File: src/shared/monitor_pkg.sv
// Constants and types shared by the event monitor counter block
package monitor_pkg;

  // Register map, byte addresses on the 64-bit register port
  localparam logic [7:0] CTRL_OFFSET = 8'h00;
  localparam logic [7:0] COUNTS_OFFSET = 8'h08;

  // Control field positions
  localparam int SELECT_A_LSB = 0;
  localparam int SELECT_B_LSB = 8;
  localparam int SELECT_W = 8;
  localparam int WRAP_A_BIT = 16;
  localparam int WRAP_B_BIT = 17;
  localparam int CTRL_USED_W = 18;

  // Count field positions
  localparam int COUNT_A_LSB = 0;
  localparam int COUNT_B_LSB = 32;

  // Select codes of the shared signal set
  localparam logic [7:0] SEL_ZERO = 8'h00;
  // Revision marker code, value arbitrary
  localparam logic [7:0] SEL_REVISION = 8'h03;
  localparam logic [7:0] SEL_PROBE_BASE = 8'h10;
  localparam logic [7:0] SEL_GATED_BASE = 8'h20;
  localparam logic [7:0] SEL_CARRY_A = 8'h30;
  localparam logic [7:0] SEL_CARRY_B = 8'h31;
  localparam int SIGNAL_SET_W = 64;

  // Reset values
  localparam logic [7:0] SELECT_A_RESET = SEL_REVISION;
  localparam logic [7:0] SELECT_B_RESET = 8'h00;
  localparam logic WRAP_RESET = 1'b0;
  // Revision marker level, value arbitrary
  localparam logic REVISION_MARK = 1'b1;

  // Cycle counts
  localparam int MONITOR_DELAY = 2;
  localparam int HOLD_CYCLES = 4;
  localparam logic [2:0] HOLD_LOAD = 3'(HOLD_CYCLES);

endpackage : monitor_pkg

File: src/shared/counter_if.sv
// Control and status of one event counter
`timescale 1ns/1ps
interface counter_if #(parameter int COUNT_W = 32) ();
  logic inc;
  logic clear;
  logic hold;
  logic wrap;
  logic [COUNT_W-1:0] value;
  logic carry;
  modport ctrl (output inc, output clear, output hold, output wrap, input value, input carry);
  modport cnt (input inc, input clear, input hold, input wrap, output value, output carry);
endinterface : counter_if

File: src/rtl/event_counter.sv
// One saturating or wrapping event counter
`timescale 1ns/1ps
module event_counter
  import monitor_pkg::*;
#(
  parameter int COUNT_W = 32
) (
  input wire logic CLK,
  input wire logic SYS_RST,
  counter_if.cnt ctl
);

  logic [COUNT_W-1:0] value_reg;
  logic carry_reg;
  logic at_top;

  // Width check at elaboration
  if (COUNT_W < 2 || COUNT_W > 32) begin : g_bad_width
    $error("event_counter: COUNT_W out of range");
  end

  assign at_top = &value_reg;
  assign ctl.value = value_reg;
  assign ctl.carry = carry_reg;

  always_ff @(posedge CLK or posedge SYS_RST) begin
    if (SYS_RST) begin
      value_reg <= '0;
    end else if (ctl.clear) begin
      value_reg <= '0;
    end else if (ctl.hold) begin
      value_reg <= value_reg;
    end else if (ctl.inc) begin
      if (at_top && !ctl.wrap) begin
        value_reg <= value_reg;
      end else begin
        value_reg <= value_reg + COUNT_W'(1);
      end
    end
  end

  always_ff @(posedge CLK or posedge SYS_RST) begin
    if (SYS_RST) begin
      carry_reg <= 1'b0;
    end else begin
      carry_reg <= ctl.inc && !ctl.hold && !ctl.clear && at_top && ctl.wrap;
    end
  end
endmodule // event_counter

File: src/rtl/event_monitor_counters.sv
// Monitor select, output pipeline and paired event counters
//
// Contract
// - Two select fields, bits 7:0 and 15:8, pick monitor outputs zero and one.
// - Each monitor output shows its selected signal exactly two clocks later.
// - All selectable signals are synchronized to the system clock first.
// - Some probe signals are gated by the delayed PCI cycle pulse.
// - Monitor output zero counts the low field, output one the high field.
// - Counters add one per clock with their monitor signal asserted.
// - Any write to the control register clears both counters.
// - Counters stick at all ones by default.
// - Control bits 16 and 17 select wrap instead of stick per counter.
// - One counter's carry can be selected as the other's input.
// - Reading the counts freezes both counters for four cycles.
// - Select A resets to the revision marker; others reset to zero.
//
// Added by the designer: the address-and-strobe port and the placing of the registers.
`timescale 1ns/1ps
module event_monitor_counters
  import monitor_pkg::*;
#(
  parameter int NUM_PROBES = 8,
  parameter int COUNT_W = 32
) (
  input wire logic CLK,
  input wire logic SYS_RST,
  input wire logic [7:0] ADDR,
  input wire logic [63:0] WR_DATA,
  input wire logic WR_STB,
  input wire logic RD_STB,
  output logic [63:0] RD_DATA,
  input wire logic [NUM_PROBES-1:0] PROBE_IN,
  input wire logic PCI_CYCLE_PULSE,
  output logic [1:0] MONITOR_OUT
);

  // Parameter checks at elaboration
  if (NUM_PROBES < 1 || NUM_PROBES > 16) begin : g_bad_probes
    $error("event_monitor_counters: NUM_PROBES out of range");
  end
  if (COUNT_W != 32) begin : g_bad_count_w
    $error("event_monitor_counters: COUNT_W must be 32");
  end

  logic [7:0] probe_select_a_reg;
  logic [7:0] probe_select_b_reg;
  logic wrap_enable_a_reg;
  logic wrap_enable_b_reg;
  logic [NUM_PROBES-1:0] probe_sync1_reg;
  logic [NUM_PROBES-1:0] probe_sync2_reg;
  logic pci_cycle_pulse_delayed_reg;
  logic [SIGNAL_SET_W-1:0] signal_set;
  logic [1:0] mon_stage_reg;
  logic sel_a;
  logic sel_b;
  logic [2:0] hold_cnt_reg;
  logic counts_hold;
  logic ctrl_write;
  logic counts_read;
  logic [63:0] rd_data_next;
  logic [COUNT_W-1:0] event_count_a;
  logic [COUNT_W-1:0] event_count_b;
  logic carry_a;
  logic carry_b;

  counter_if #(.COUNT_W(COUNT_W)) cif[2] ();

  // Pick one member of the signal set
  function automatic logic pick(input logic [7:0] sel, input logic [SIGNAL_SET_W-1:0] set);
    logic bit_out;
    bit_out = 1'b0;
    if (sel < 8'(SIGNAL_SET_W)) begin
      bit_out = set[sel[5:0]];
    end
    return bit_out;
  endfunction

  assign ctrl_write = WR_STB && (ADDR == CTRL_OFFSET);
  assign counts_read = RD_STB && (ADDR == COUNTS_OFFSET);

  // Control register
  always_ff @(posedge CLK or posedge SYS_RST) begin
    if (SYS_RST) begin
      probe_select_a_reg <= SELECT_A_RESET;
      probe_select_b_reg <= SELECT_B_RESET;
      wrap_enable_a_reg <= WRAP_RESET;
      wrap_enable_b_reg <= WRAP_RESET;
    end else if (ctrl_write) begin
      probe_select_a_reg <= WR_DATA[SELECT_A_LSB +: SELECT_W];
      probe_select_b_reg <= WR_DATA[SELECT_B_LSB +: SELECT_W];
      wrap_enable_a_reg <= WR_DATA[WRAP_A_BIT];
      wrap_enable_b_reg <= WR_DATA[WRAP_B_BIT];
    end
  end

  always_ff @(posedge CLK or posedge SYS_RST) begin
    if (SYS_RST) begin
      probe_sync1_reg <= '0;
      probe_sync2_reg <= '0;
    end else begin
      probe_sync1_reg <= PROBE_IN;
      probe_sync2_reg <= probe_sync1_reg;
    end
  end

  always_ff @(posedge CLK or posedge SYS_RST) begin
    if (SYS_RST) begin
      pci_cycle_pulse_delayed_reg <= 1'b0;
    end else begin
      pci_cycle_pulse_delayed_reg <= PCI_CYCLE_PULSE;
    end
  end

  // Shared signal set
  always_comb begin
    signal_set = '0;
    signal_set[SEL_ZERO[5:0]] = 1'b0;
    signal_set[SEL_REVISION[5:0]] = REVISION_MARK;
    for (int i = 0; i < NUM_PROBES; i++) begin
      signal_set[SEL_PROBE_BASE[5:0] + 6'(i)] = probe_sync2_reg[i];
      signal_set[SEL_GATED_BASE[5:0] + 6'(i)] = probe_sync2_reg[i] && pci_cycle_pulse_delayed_reg;
    end
    signal_set[SEL_CARRY_A[5:0]] = carry_a;
    signal_set[SEL_CARRY_B[5:0]] = carry_b;
  end

  assign sel_a = pick(probe_select_a_reg, signal_set);
  assign sel_b = pick(probe_select_b_reg, signal_set);

  always_ff @(posedge CLK or posedge SYS_RST) begin
    if (SYS_RST) begin
      mon_stage_reg <= 2'h0;
      MONITOR_OUT <= 2'h0;
    end else begin
      mon_stage_reg <= {sel_b, sel_a};
      MONITOR_OUT <= mon_stage_reg;
    end
  end

  // Hold window after a counts read
  always_ff @(posedge CLK or posedge SYS_RST) begin
    if (SYS_RST) begin
      hold_cnt_reg <= 3'h0;
    end else if (counts_read) begin
      hold_cnt_reg <= HOLD_LOAD;
    end else if (hold_cnt_reg != 3'h0) begin
      hold_cnt_reg <= hold_cnt_reg - 3'h1;
    end
  end

  assign counts_hold = (hold_cnt_reg != 3'h0);

  // Counter control
  // Monitor outputs feed counters
  assign cif[0].inc = MONITOR_OUT[0];
  assign cif[1].inc = MONITOR_OUT[1];
  assign cif[0].wrap = wrap_enable_a_reg;
  assign cif[1].wrap = wrap_enable_b_reg;

  generate
    for (genvar g = 0; g < 2; g++) begin : g_cnt
      assign cif[g].clear = ctrl_write;
      assign cif[g].hold = counts_hold;
      event_counter #(.COUNT_W(COUNT_W)) u_cnt (
        .CLK(CLK),
        .SYS_RST(SYS_RST),
        .ctl(cif[g])
      );
    end
  endgenerate

  assign event_count_a = cif[0].value;
  assign event_count_b = cif[1].value;
  assign carry_a = cif[0].carry;
  assign carry_b = cif[1].carry;

  // Read decode
  always_comb begin
    rd_data_next = 64'h0;
    if (ADDR == CTRL_OFFSET) begin
      rd_data_next[SELECT_A_LSB +: SELECT_W] = probe_select_a_reg;
      rd_data_next[SELECT_B_LSB +: SELECT_W] = probe_select_b_reg;
      rd_data_next[WRAP_A_BIT] = wrap_enable_a_reg;
      rd_data_next[WRAP_B_BIT] = wrap_enable_b_reg;
    end else if (ADDR == COUNTS_OFFSET) begin
      rd_data_next[COUNT_A_LSB +: 32] = event_count_a;
      rd_data_next[COUNT_B_LSB +: 32] = event_count_b;
    end
  end

  // Read data register, one cycle only
  always_ff @(posedge CLK or posedge SYS_RST) begin
    if (SYS_RST) begin
      RD_DATA <= 64'h0;
    end else if (RD_STB) begin
      RD_DATA <= rd_data_next;
    end else begin
      RD_DATA <= 64'h0;
    end
  end
endmodule // event_monitor_counters

File: config.mk
export PLATFORM = sky130hd
export DESIGN_NAME = event_monitor_counters
export DESIGN_NICKNAME = d
export VERILOG_FILES = /design/src/shared/monitor_pkg.sv /design/src/shared/counter_if.sv /design/src/rtl/event_counter.sv /design/src/rtl/event_monitor_counters.sv
export SDC_FILE = /design/constraint.sdc
export NUM_CORES = 1
export LEC_CHECK = 0
export BUFFER_PORTS_ARGS = -buffer_cell sky130_fd_sc_hd__buf_4
export CAP_MARGIN = 20
export CORE_MARGIN = 2
export CORE_UTILIZATION = 51
export CTS_CLUSTER_DIAMETER = 60
export DETAILED_ROUTE_END_ITERATION = 8
export HOLD_SLACK_MARGIN = 0.12
export PLACE_DENSITY = 0.75
export SLEW_MARGIN = 20
export SYNTH_ARGS = -nofsm -noshare
export SYNTH_HDL_FRONTEND = slang
export SYNTH_SLANG_ARGS = --single-unit
File: constraint.sdc
create_clock -name CLK -period 14.38 [get_ports CLK]
set_input_delay 0 -clock CLK [delete_from_list [all_inputs] [get_ports CLK]]
set_output_delay 0 -clock CLK [all_outputs]
set_load 0.01 [all_outputs]
# After elaboration in Yosys (flattened, before gate mapping)
# Cells that the tools add are included.
[totals]
ff_bits = 172
output_inout_bits = 66
wordCells = 79
[classes]
add_sub_neg = 3
order_cmp = 4
n_eq_ne = 4
mux = 20
reduce_logical = 33
[op_table]
columns = ["cell", "count"]
rows = [
  ["two-way mux 32 bit", 8],
  ["two-way mux 64 bit", 2],
  ["adder 32 x 1 -> 32 bit, second input constant", 2],
  ["AND reduction 32 bit", 2],
  ["two-way mux 46 bit", 1],
  ["logical AND 1 bit", 20],
  ["two-way mux 18 bit", 1],
  ["less-than comparator 8 x 7 -> 1 bit, second input constant", 2],
  ["less-than comparator 6 x 7 -> 1 bit, second input constant", 2],
  ["binary-select mux 1 bit (select 6 bit)", 2],
  ["== test 8 x 4 -> 1 bit, second input constant", 1],
  ["zero test 8 bit", 1],
  ["two-way mux 3 bit", 2],
  ["!= test 2 x 1 -> 1 bit, second input constant", 3],
  ["AND reduction 3 bit", 2],
  ["nonzero test 2 bit", 3],
  ["zero test 1 bit", 4],
  ["two-way mux 1 bit", 4],
  ["nonzero test 3 bit", 1],
  ["subtractor 3 x 1 -> 3 bit, second input constant", 1],
]

# Logic depth before layout (Yosys ltp)
# Gate-level depths: netlist (run 1).
[logic_depth]
ltp_word = 6
depth_mapped = 9
ltp_nobuf = 7

# By module
# Synthesis (run 1) repeated with hierarchy kept, for this count alone.
[unflattened]
hier_cells = 686
area_unflattened_um2 = 7606.0
[modules_own_cells]
columns = ["mod", "n_inst", "cells_each", "area_per_inst_um2", "seq_area_each_um2"]
rows = [
  ["event_counter", 2, 214, 1904.3, 825.8],
  ["event_monitor_counters", 1, 258, 3797.4, 2655.0],
]

# Worst setup path before layout (run 1)
# OpenSTA, ideal clock, no wires.
[synth_timing]
path_type = "register to register"
startpoint = "register hold_cnt_reg[0]"
endpoint = "register g_cnt[1].u_cnt.value_reg[11]"
arrival_ns = 2.139
required_ns = 14.302
setup_slack_ns = 12.163
stages_incl_launch_ff = 9
path_buffers = 2
synth_period_minus_slack_ns = 2.217
path_cell_list = "dfrtp_1 > inv_1 > ha_1 > nand3b_4 > or4_4 > buf_6 > buf_8 > or4_1 > a21oi_1"
[synth_via]
elab_chain_cells = 3
[synth_lines]
columns = ["item", "line_no", "rtl"]
rows = [
  ["from (decl)", "event_monitor_counters.sv:56", "logic [2:0] hold_cnt_reg;"],
  ["from (signal assigned)", "event_monitor_counters.sv:147", "hold_cnt_reg <= hold_cnt_reg - 3'h1;"],
  ["nonzero test 3 bit", "event_monitor_counters.sv:151", "assign counts_hold = (hold_cnt_reg != 3'h0);"],
  ["!= test 2 x 1 -> 1 bit (no source line)", "--", ""],
  ["AND reduction 3 bit (no source line)", "--", ""],
  ["to (signal assigned)", "event_counter.sv:32", "value_reg <= value_reg;"],
  ["to (signal assigned)", "event_counter.sv:35", "value_reg <= value_reg;"],
  ["to (signal assigned)", "event_counter.sv:37", "value_reg <= value_reg + COUNT_W'(1);"],
  ["to (decl)", "event_counter.sv:13", "logic [COUNT_W-1:0] value_reg;"],
]
# Every way passes these cells.
# A chain may end at the register's enable or synchronous reset.

# Worst setup path in the final report (run 1)
[layout_timing]
startpoint = "register g_cnt[0].u_cnt.value_reg[0]"
endpoint = "register g_cnt[0].u_cnt.value_reg[18]"
[layout_via]
elab_chain_cells = 5
elab_cells_between_ends = 9
cone_classes = "add/sub (1); eq/ne (1); mux (4); reduce/logical (3)"
[layout_lines]
columns = ["item", "line_no", "rtl"]
rows = [
  ["from (decl)", "event_counter.sv:13", ""],
  ["from (signal assigned)", "event_counter.sv:32", ""],
  ["from (signal assigned)", "event_counter.sv:35", ""],
  ["from (signal assigned)", "event_counter.sv:37", ""],
  ["adder 32 x 1 -> 32 bit", "event_counter.sv:37", ""],
  ["two-way mux 32 bit", "event_counter.sv:34", "if (at_top && !ctl.wrap) begin"],
  ["two-way mux 32 bit", "event_counter.sv:33", "end else if (ctl.inc) begin"],
  ["two-way mux 32 bit", "event_counter.sv:31", "end else if (ctl.hold) begin"],
  ["two-way mux 32 bit", "event_counter.sv:29", "end else if (ctl.clear) begin"],
]
# Several ways; a longest one is shown, not always the timed one. The select of a mux whose other input is x is not followed.

==> results of run 1 <==
## worst max path at each step
stage                                startpoint                           end  slack, ns  depth (start not counted)
floorplan                               SYS_RST                MONITOR_OUT[0]       9.72                          1
global placement    g_cnt[0].u_cnt.ctl.value[0]  g_cnt[0].u_cnt.ctl.value[18]      11.90                          6
detailed placement  g_cnt[0].u_cnt.ctl.value[0]  g_cnt[0].u_cnt.ctl.value[18]      11.82                          6
CTS                 g_cnt[0].u_cnt.ctl.value[0]  g_cnt[0].u_cnt.ctl.value[18]      11.82                          6
global route        g_cnt[0].u_cnt.ctl.value[0]  g_cnt[0].u_cnt.ctl.value[18]      11.60                          6
finish              g_cnt[0].u_cnt.ctl.value[0]  g_cnt[0].u_cnt.ctl.value[18]      11.80                          6
## critical path: stages, from the launching register on
cell     delay (ns)
dfrtp_1        0.41
ha_1           0.39
and3_1         0.32
nand4_1        0.35
a21o_1         0.36
or4_1          0.50
a21oi_1        0.17
## through the flow
stage               utilization  cell area (um2)  worst slack, ns  hold slack (ns)  total power, mW
floorplan                     -             7580             9.72           0.0314            0.724
global placement          0.581             8450            11.90            0.110            0.758
detailed placement        0.581             8450            11.82            0.111            0.771
CTS                       0.642             9330            11.82            0.144             1.22
global route              0.642             9330            11.60            0.194             1.27
finish                    0.642             9330            11.80            0.165             1.21
## synth_stat cells (all sizes together) (3+ instances only)
cell	n
o31ai	11
a21oi	29
or3	8
and3	11
nand2b	4
inv	17
nand4	18
dfrtp	170
and2	42
xnor2	32
nand3	27
a31oi	5
mux4	4
a31o	3
nor4	15
nor3	17
and3b	3
a21o	3
or4	14
a211oi	8
o21ai	14
nand3b	5
mux2i	23
a2111oi	10
clkbuf	19
o211ai	3
buf	18
nor2	59
ha	4
nand2	75
and4	12
## timing repair
action                                  4_1_cts  5_1_grt
gates resized for setup                       0        0
buffers inserted                              0        0
endpoints found under the setup margin        0        0
hold buffers                                 31        0
endpoints found under the hold margin       138        0
## power groups by stage
stage                     registers, mW  clock network, mW  logic (mW)
final                             0.569              0.439       0.203
after global routing              0.576              0.467       0.227
after CTS                         0.568              0.448       0.203
after detailed placement          0.577                  0       0.194
after global placement            0.573                  0       0.185
after floorplan                   0.563                  0       0.161
## kinds of logic after synthesis
logic type               count (synthesis)
AND/OR/NAND/NOR                        314
AO/OA/AOI/OAI                           96
XOR/XNOR                                32
multiplexers                            27
flip-flops                             172
buffers and inverters                   54
adder cells (fa/ha/maj)                  4
## layer usage
metal,wire [um],track usage,share of wire
met3,890,0.0497,0.053
met2,8470,0.367,0.51
met4,382,0.0847,0.023
met5,0,0,0
met1,6920,0.274,0.42
## layout make-up
type                    instances  area, um2
clock buffers                  17        425
fillers                      1119       5200
flip-flops and latches        172       4310
well taps                     184        230
inverters                      17       68.8
clock inverters                15        140
repair buffers                140       1130
multi-input cells             473       3030
==> results.yml, run 1 <==
worst_setup_path:
  start_kind: "flip-flop"
  rr_startpoint: "g_cnt[0].u_cnt.ctl.value[0]"
  critPathRequiredTime_ns: 14.73
  endpoint_kind: "flip-flop"
  worstPathArrival_ns: 2.92
  r2r_end: "g_cnt[0].u_cnt.ctl.value[18]"
  path_class: "reg -> reg"
  worstPathMaxFanout: 10
  regToRegSetupSlack_ns: 11.80
  r2r_cells: 6
floorplanning:
  num_rows: 44
  die_w_um: 126
  die_area_mm2: 0.0159
  core_area_mm2: 0.0145
  start_util: 0.522
  fp.dieH_um: 126
  ioPinCount: 151
cts:
  worst_skew_pair.late_latency_ns: 0.43
  cts_max_path_buffers: 2
  cts-buffers-inserted: 17
  htree_levels: 4
  cts.reportedPaths.clkPinSlew_ns: 0.07
  cts-root-buf: "clkbuf_16"
  cts_sinks: 172
  cts_tree: "yes"
yosys:
  syn_inst: 699
  yosysSeqAreaShare: 0.568
  ys_seq_elements: 172
  synth_ff_type: "dfrtp_1"
  synth_top_family_by_area: "simple AND/OR/NAND/NOR gates"
  async_flop_share: 1.00
  yosys_warnings: 0
  yosysUniqueCellTypes: 59
  avgSynthCellArea_um2: 10.8
  synth_xor_area_frac: 0.0370
  muxShareOfSynthArea: 0.0423
  synth_edf_count: 0
  yosysTopAreaCellShare: 0.561
  synth_adder_area_share: 0.00660
  synth_compound_area_frac: 0.0883
  synth_area_leaders: "dfrtp_1 56%, nand2_1 3.7%, xnor2_1 3.7%, and2_1 3.5%, mux2i_1 3.0%"
  synth_top_area_cell: "dfrtp_1"
  synthesis.nets: 788
  netlist_area_mm2: 0.00758
  synth-simple-area-share: 0.225
timing:
  drv_slew: 0
  worst_pin_slew_ns: 0.985
  setup-tns-final_ns: 0
  fin_skew_ns: 0.00996
  finalSetupViolations: 0
  max-slew-margin-rel: 0.343
  fin_crit_ns: 2.58
  rsz0062_at_grt: "no"
  fmax_mhz: 388
  period_share: 0.179
  finalHoldViolations: 0
worst_hold_path:
  holdPathEnd: "probe_select_a_reg[1]"
  whs_path_depth: 5
  hold_path.class: "in -> reg"
  min_from: "WR_STB"
global_routing:
  grt_use_total: 0.217
  grt_max_degree: 95
  grt_antenna_before_repair: 0
  grt_overflow_total: 0
  grt_pass1_wl_mm: 27.9
  first_global_vias: 5718
placed_design:
  dpl.hpwl_mm: 10.7
  placement.io_buffers: 104
  placedCellCount: 955
  place_congestion: 0.840
drt:
  avgRoutedWirePerCell_um: 16.4
  drt_iter0_markers: 387
  vias_per_cell: 5.63
  vias: 5734
  ant_nets: 0
  routed_wl_mm: 16.7
  drt_drc_violations_left: 0
  firstDrtPassIters: 7
power:
  vdd_ir_drop_max_uv: 99.4
  combinationalPowerShare: 0.168
  p_leak_nw: 4.30
  total_switching_power_mw: 0.372
  p_int_mw: 0.839
  powerDensity_mw_per_mm2: 130
  pwr-share-clk: 0.362
  swShare: 0.307
  seqPwrFrac: 0.470
job:
  cap_violations: 0
finish:
  nets: 910
  diodes: 0
  drive_gt1_frac: 0.197
  final_cell_mix: "170 x dfrtp_1, 109 x buf_4, 75 x nand2_1"
  layout.cells.non_filler: 1018
  layout_commonest_cell: "dfrtp_1"
  area_growth_pct: 23.1
status:
  outcome: "completed"
Note: power is estimated with default switching activity, not from simulation.
==> run 2: changes to the inputs <==
--- a/config.mk
+++ b/config.mk
@@ -5,6 +5,7 @@
 export SDC_FILE = /design/constraint.sdc
 export NUM_CORES = 1
 export LEC_CHECK = 0
+export ABC_AREA = 1
 export BUFFER_PORTS_ARGS = -buffer_cell sky130_fd_sc_hd__buf_4
 export CAP_MARGIN = 20
 export CORE_MARGIN = 2
@@ -12,7 +13,7 @@
 export CTS_CLUSTER_DIAMETER = 60
 export DETAILED_ROUTE_END_ITERATION = 8
 export HOLD_SLACK_MARGIN = 0.12
-export PLACE_DENSITY = 0.75
+export PLACE_DENSITY = 0.73
 export SLEW_MARGIN = 20
 export SYNTH_ARGS = -nofsm -noshare
 export SYNTH_HDL_FRONTEND = slang
==> constraint.sdc (replaced) <==
create_clock -name CLK -period 2.4 [get_ports CLK]
set_input_delay 0 -clock CLK [delete_from_list [all_inputs] [get_ports CLK]]
set_output_delay 0 -clock CLK [all_outputs]
set_load 0.01 [all_outputs]
==> results.yml, run 2 <==
yosys:
  yosysTopAreaCellShare: 0.463
  yosysSeqAreaShare: 0.469
  synth_edf_count: 0
  synth.most_common_cell: "nand2_1"
  synthesis.nets: 1242
  synth_area_leaders: "dfrtp_1 46%, nand2_1 14%, nor2_1 7.0%, inv_1 5.0%, nand3_2 4.5%"
  synth_ff_type: "dfrtp_1"
  yosysUniqueCellTypes: 38
  yosys_warnings: 0
  synth_top_area_cell: "dfrtp_1"
  ys_seq_elements: 172
  netlist_area_mm2: 0.00918
  synth_commonest_cells: "332 x nand2_1, 172 x nor2_1, 170 x dfrtp_1"
  async_flop_share: 1.00
  avgSynthCellArea_um2: 7.96
  syn_inst: 1153
timing:
  fin_crit_ns: 2.10
  finalHoldViolations: 0
  worst_pin_slew_ns: 0.817
  rsz0062_at_grt: "no"
  finalSetupViolations: 0
  max-slew-margin-rel: 0.454
  setup-tns-final_ns: 0
  period_share: 0.876
  drv_slew: 0
  fmax_mhz: 476
  fin_skew_ns: 0.0128
worst_setup_path:
  rr_startpoint: "g_cnt[0].u_cnt.ctl.value[1]"
  worstPathMaxFanout: 24
  critPathRequiredTime_ns: 2.78
  regToRegSetupSlack_ns: 0.30
  slowest_delay_ns: 0.62
  worst_path_dominant_cell_family: "simple AND/OR/NAND/NOR gates"
  crit_slowest_cell: "nor2_4"
  cp_cell_sequence: "ha_1 -> inv_2 -> nor2_1 -> nand2_2 -> nor2_8 -> nand3_2 -> nor2_2 -> nor2_4 -> nand3_1 -> nand2_1"
  worstPathArrival_ns: 2.48
  endpoint_kind: "flip-flop"
  path_buf_inv: 1
  start_kind: "flip-flop"
  r2r_end: "g_cnt[0].u_cnt.ctl.value[16]"
  path_class: "reg -> reg"
  r2r_cells: 10
finish:
  diodes: 0
  area_growth_pct: 20.8
  layout_commonest_cell: "nand2_1"
  post-route-util: 0.622
  final_cell_mix: "331 x nand2_1, 172 x nor2_1, 170 x dfrtp_1"
  design_area_mm2: 0.0111
  nets: 1369
  drive_gt1_frac: 0.196
floorplanning:
  core_area_mm2: 0.0178
  start_util: 0.515
  die_area_mm2: 0.0191
  num_rows: 49
  die_w_um: 138
  ioPinCount: 151
  fp.dieH_um: 138
power:
  powerDensity_mw_per_mm2: 594
  vdd_ir_drop_max_uv: 654
  total_power_mw: 6.59
  p_leak_nw: 5.30
cts:
  cts.reportedPaths.clkPinSlew_ns: 0.08
  cts_tree: "yes"
  worst_skew_pair.late_latency_ns: 0.45
  cts_setup_buffers: 0
  cts-root-buf: "clkbuf_16"
  cts_resized: 0
  cts-buffers-inserted: 17
  cts_max_path_buffers: 2
  cts_sinks: 172
  htree_levels: 4
drt:
  vias: 7998
  vias_per_cell: 5.25
  routed_wl_mm: 23.7
  avgRoutedWirePerCell_um: 15.6
  drt_drc_violations_left: 0
  firstDrtPassIters: 5
  drt_iter0_markers: 616
  ant_nets: 0
placed_design:
  place_congestion: 0.936
  placement.io_buffers: 104
  postPlaceCellArea_mm2: 0.0101
  dpl.hpwl_mm: 16.5
global_routing:
  grt_use_total: 0.255
  grt_max_degree: 83
  grt_pass1_wl_mm: 39.1
  grt_overflow_total: 0
  grt_antenna_before_repair: 0
  first_global_vias: 7626
status:
  outcome: "completed"
worst_hold_path:
  hold_path.class: "in -> reg"
  whs_path_depth: 2
  min_from: "PROBE_IN[7]"
  holdPathEnd: "probe_sync1_reg[7]"
job:
  cap_violations: 0
[run 2: cell families after synthesis]
group / after synthesis / share of synthesized area
buffers and inverters: 170 / 0.0820
AND/OR/NAND/NOR: 715 / 0.372
adder cells (fa/ha/maj): 4 / 0.00545
AO/OA/AOI/OAI: 65 / 0.0455
flip-flops: 172 / 0.469
XOR/XNOR: 27 / 0.0258
[run 2: stage by stage]
step	hold WS, ns	setup WS, ns	instances
floorplan	0.0314	0.205	1153
global placement	0.109	0.369	1458
detailed placement	0.111	0.312	1458
CTS	0.185	0.292	1522
global route	0.181	0.125	1522
finish	0.192	0.298	1522
[run 2: timing repair]
item / 4_1_cts / 5_1_grt
hold buffers: 32 / 0
setup endpoints to repair: 0 / 0
hold endpoints to repair: 222 / 0
[run 2: cell type report]
type | instances | area [um2]
clock buffer | 17 | 425
clock inverter | 15 | 215
fill | 1561 | 6750
inverter | 127 | 482
multi-input combinational | 811 | 4120
sequential | 172 | 4310
tap | 229 | 287
timing repair buffer | 151 | 1250
[run 2: metal layers]
metal | wire (um) | global-route usage | vias to the layer above | part of all wire
met1 | 10800 | 0.359 | 3833 | 0.46
met3 | 1330 | 0.0478 | 31 | 0.056
li1 | - | - | 3896 | -
met4 | 450 | 0.0757 | 0 | 0.019
met5 | 0 | 0 | - | 0
met2 | 11100 | 0.407 | 238 | 0.47
[run 2: worst max-delay path by stage]
stage	from	end	slack (ns)	cells past startpoint
floorplan	SYS_RST	MONITOR_OUT[0]	0.20	1
global placement	g_cnt[0].u_cnt.ctl.value[1]	g_cnt[0].u_cnt.ctl.value[22]	0.37	10
detailed placement	g_cnt[0].u_cnt.ctl.value[1]	g_cnt[0].u_cnt.ctl.value[16]	0.31	10
CTS	g_cnt[0].u_cnt.ctl.value[1]	g_cnt[0].u_cnt.ctl.value[16]	0.29	10
global route	g_cnt[0].u_cnt.ctl.value[1]	g_cnt[0].u_cnt.ctl.value[22]	0.12	10
finish	g_cnt[0].u_cnt.ctl.value[1]	g_cnt[0].u_cnt.ctl.value[16]	0.30	10
[run 2: power by group]
part	switching [mW]	internal, mW	total (mW)
clock network	1.39	1.53	2.92
logic	0.441	0.216	0.657
registers	0.0411	2.97	3.01
total	1.88	4.71	6.59
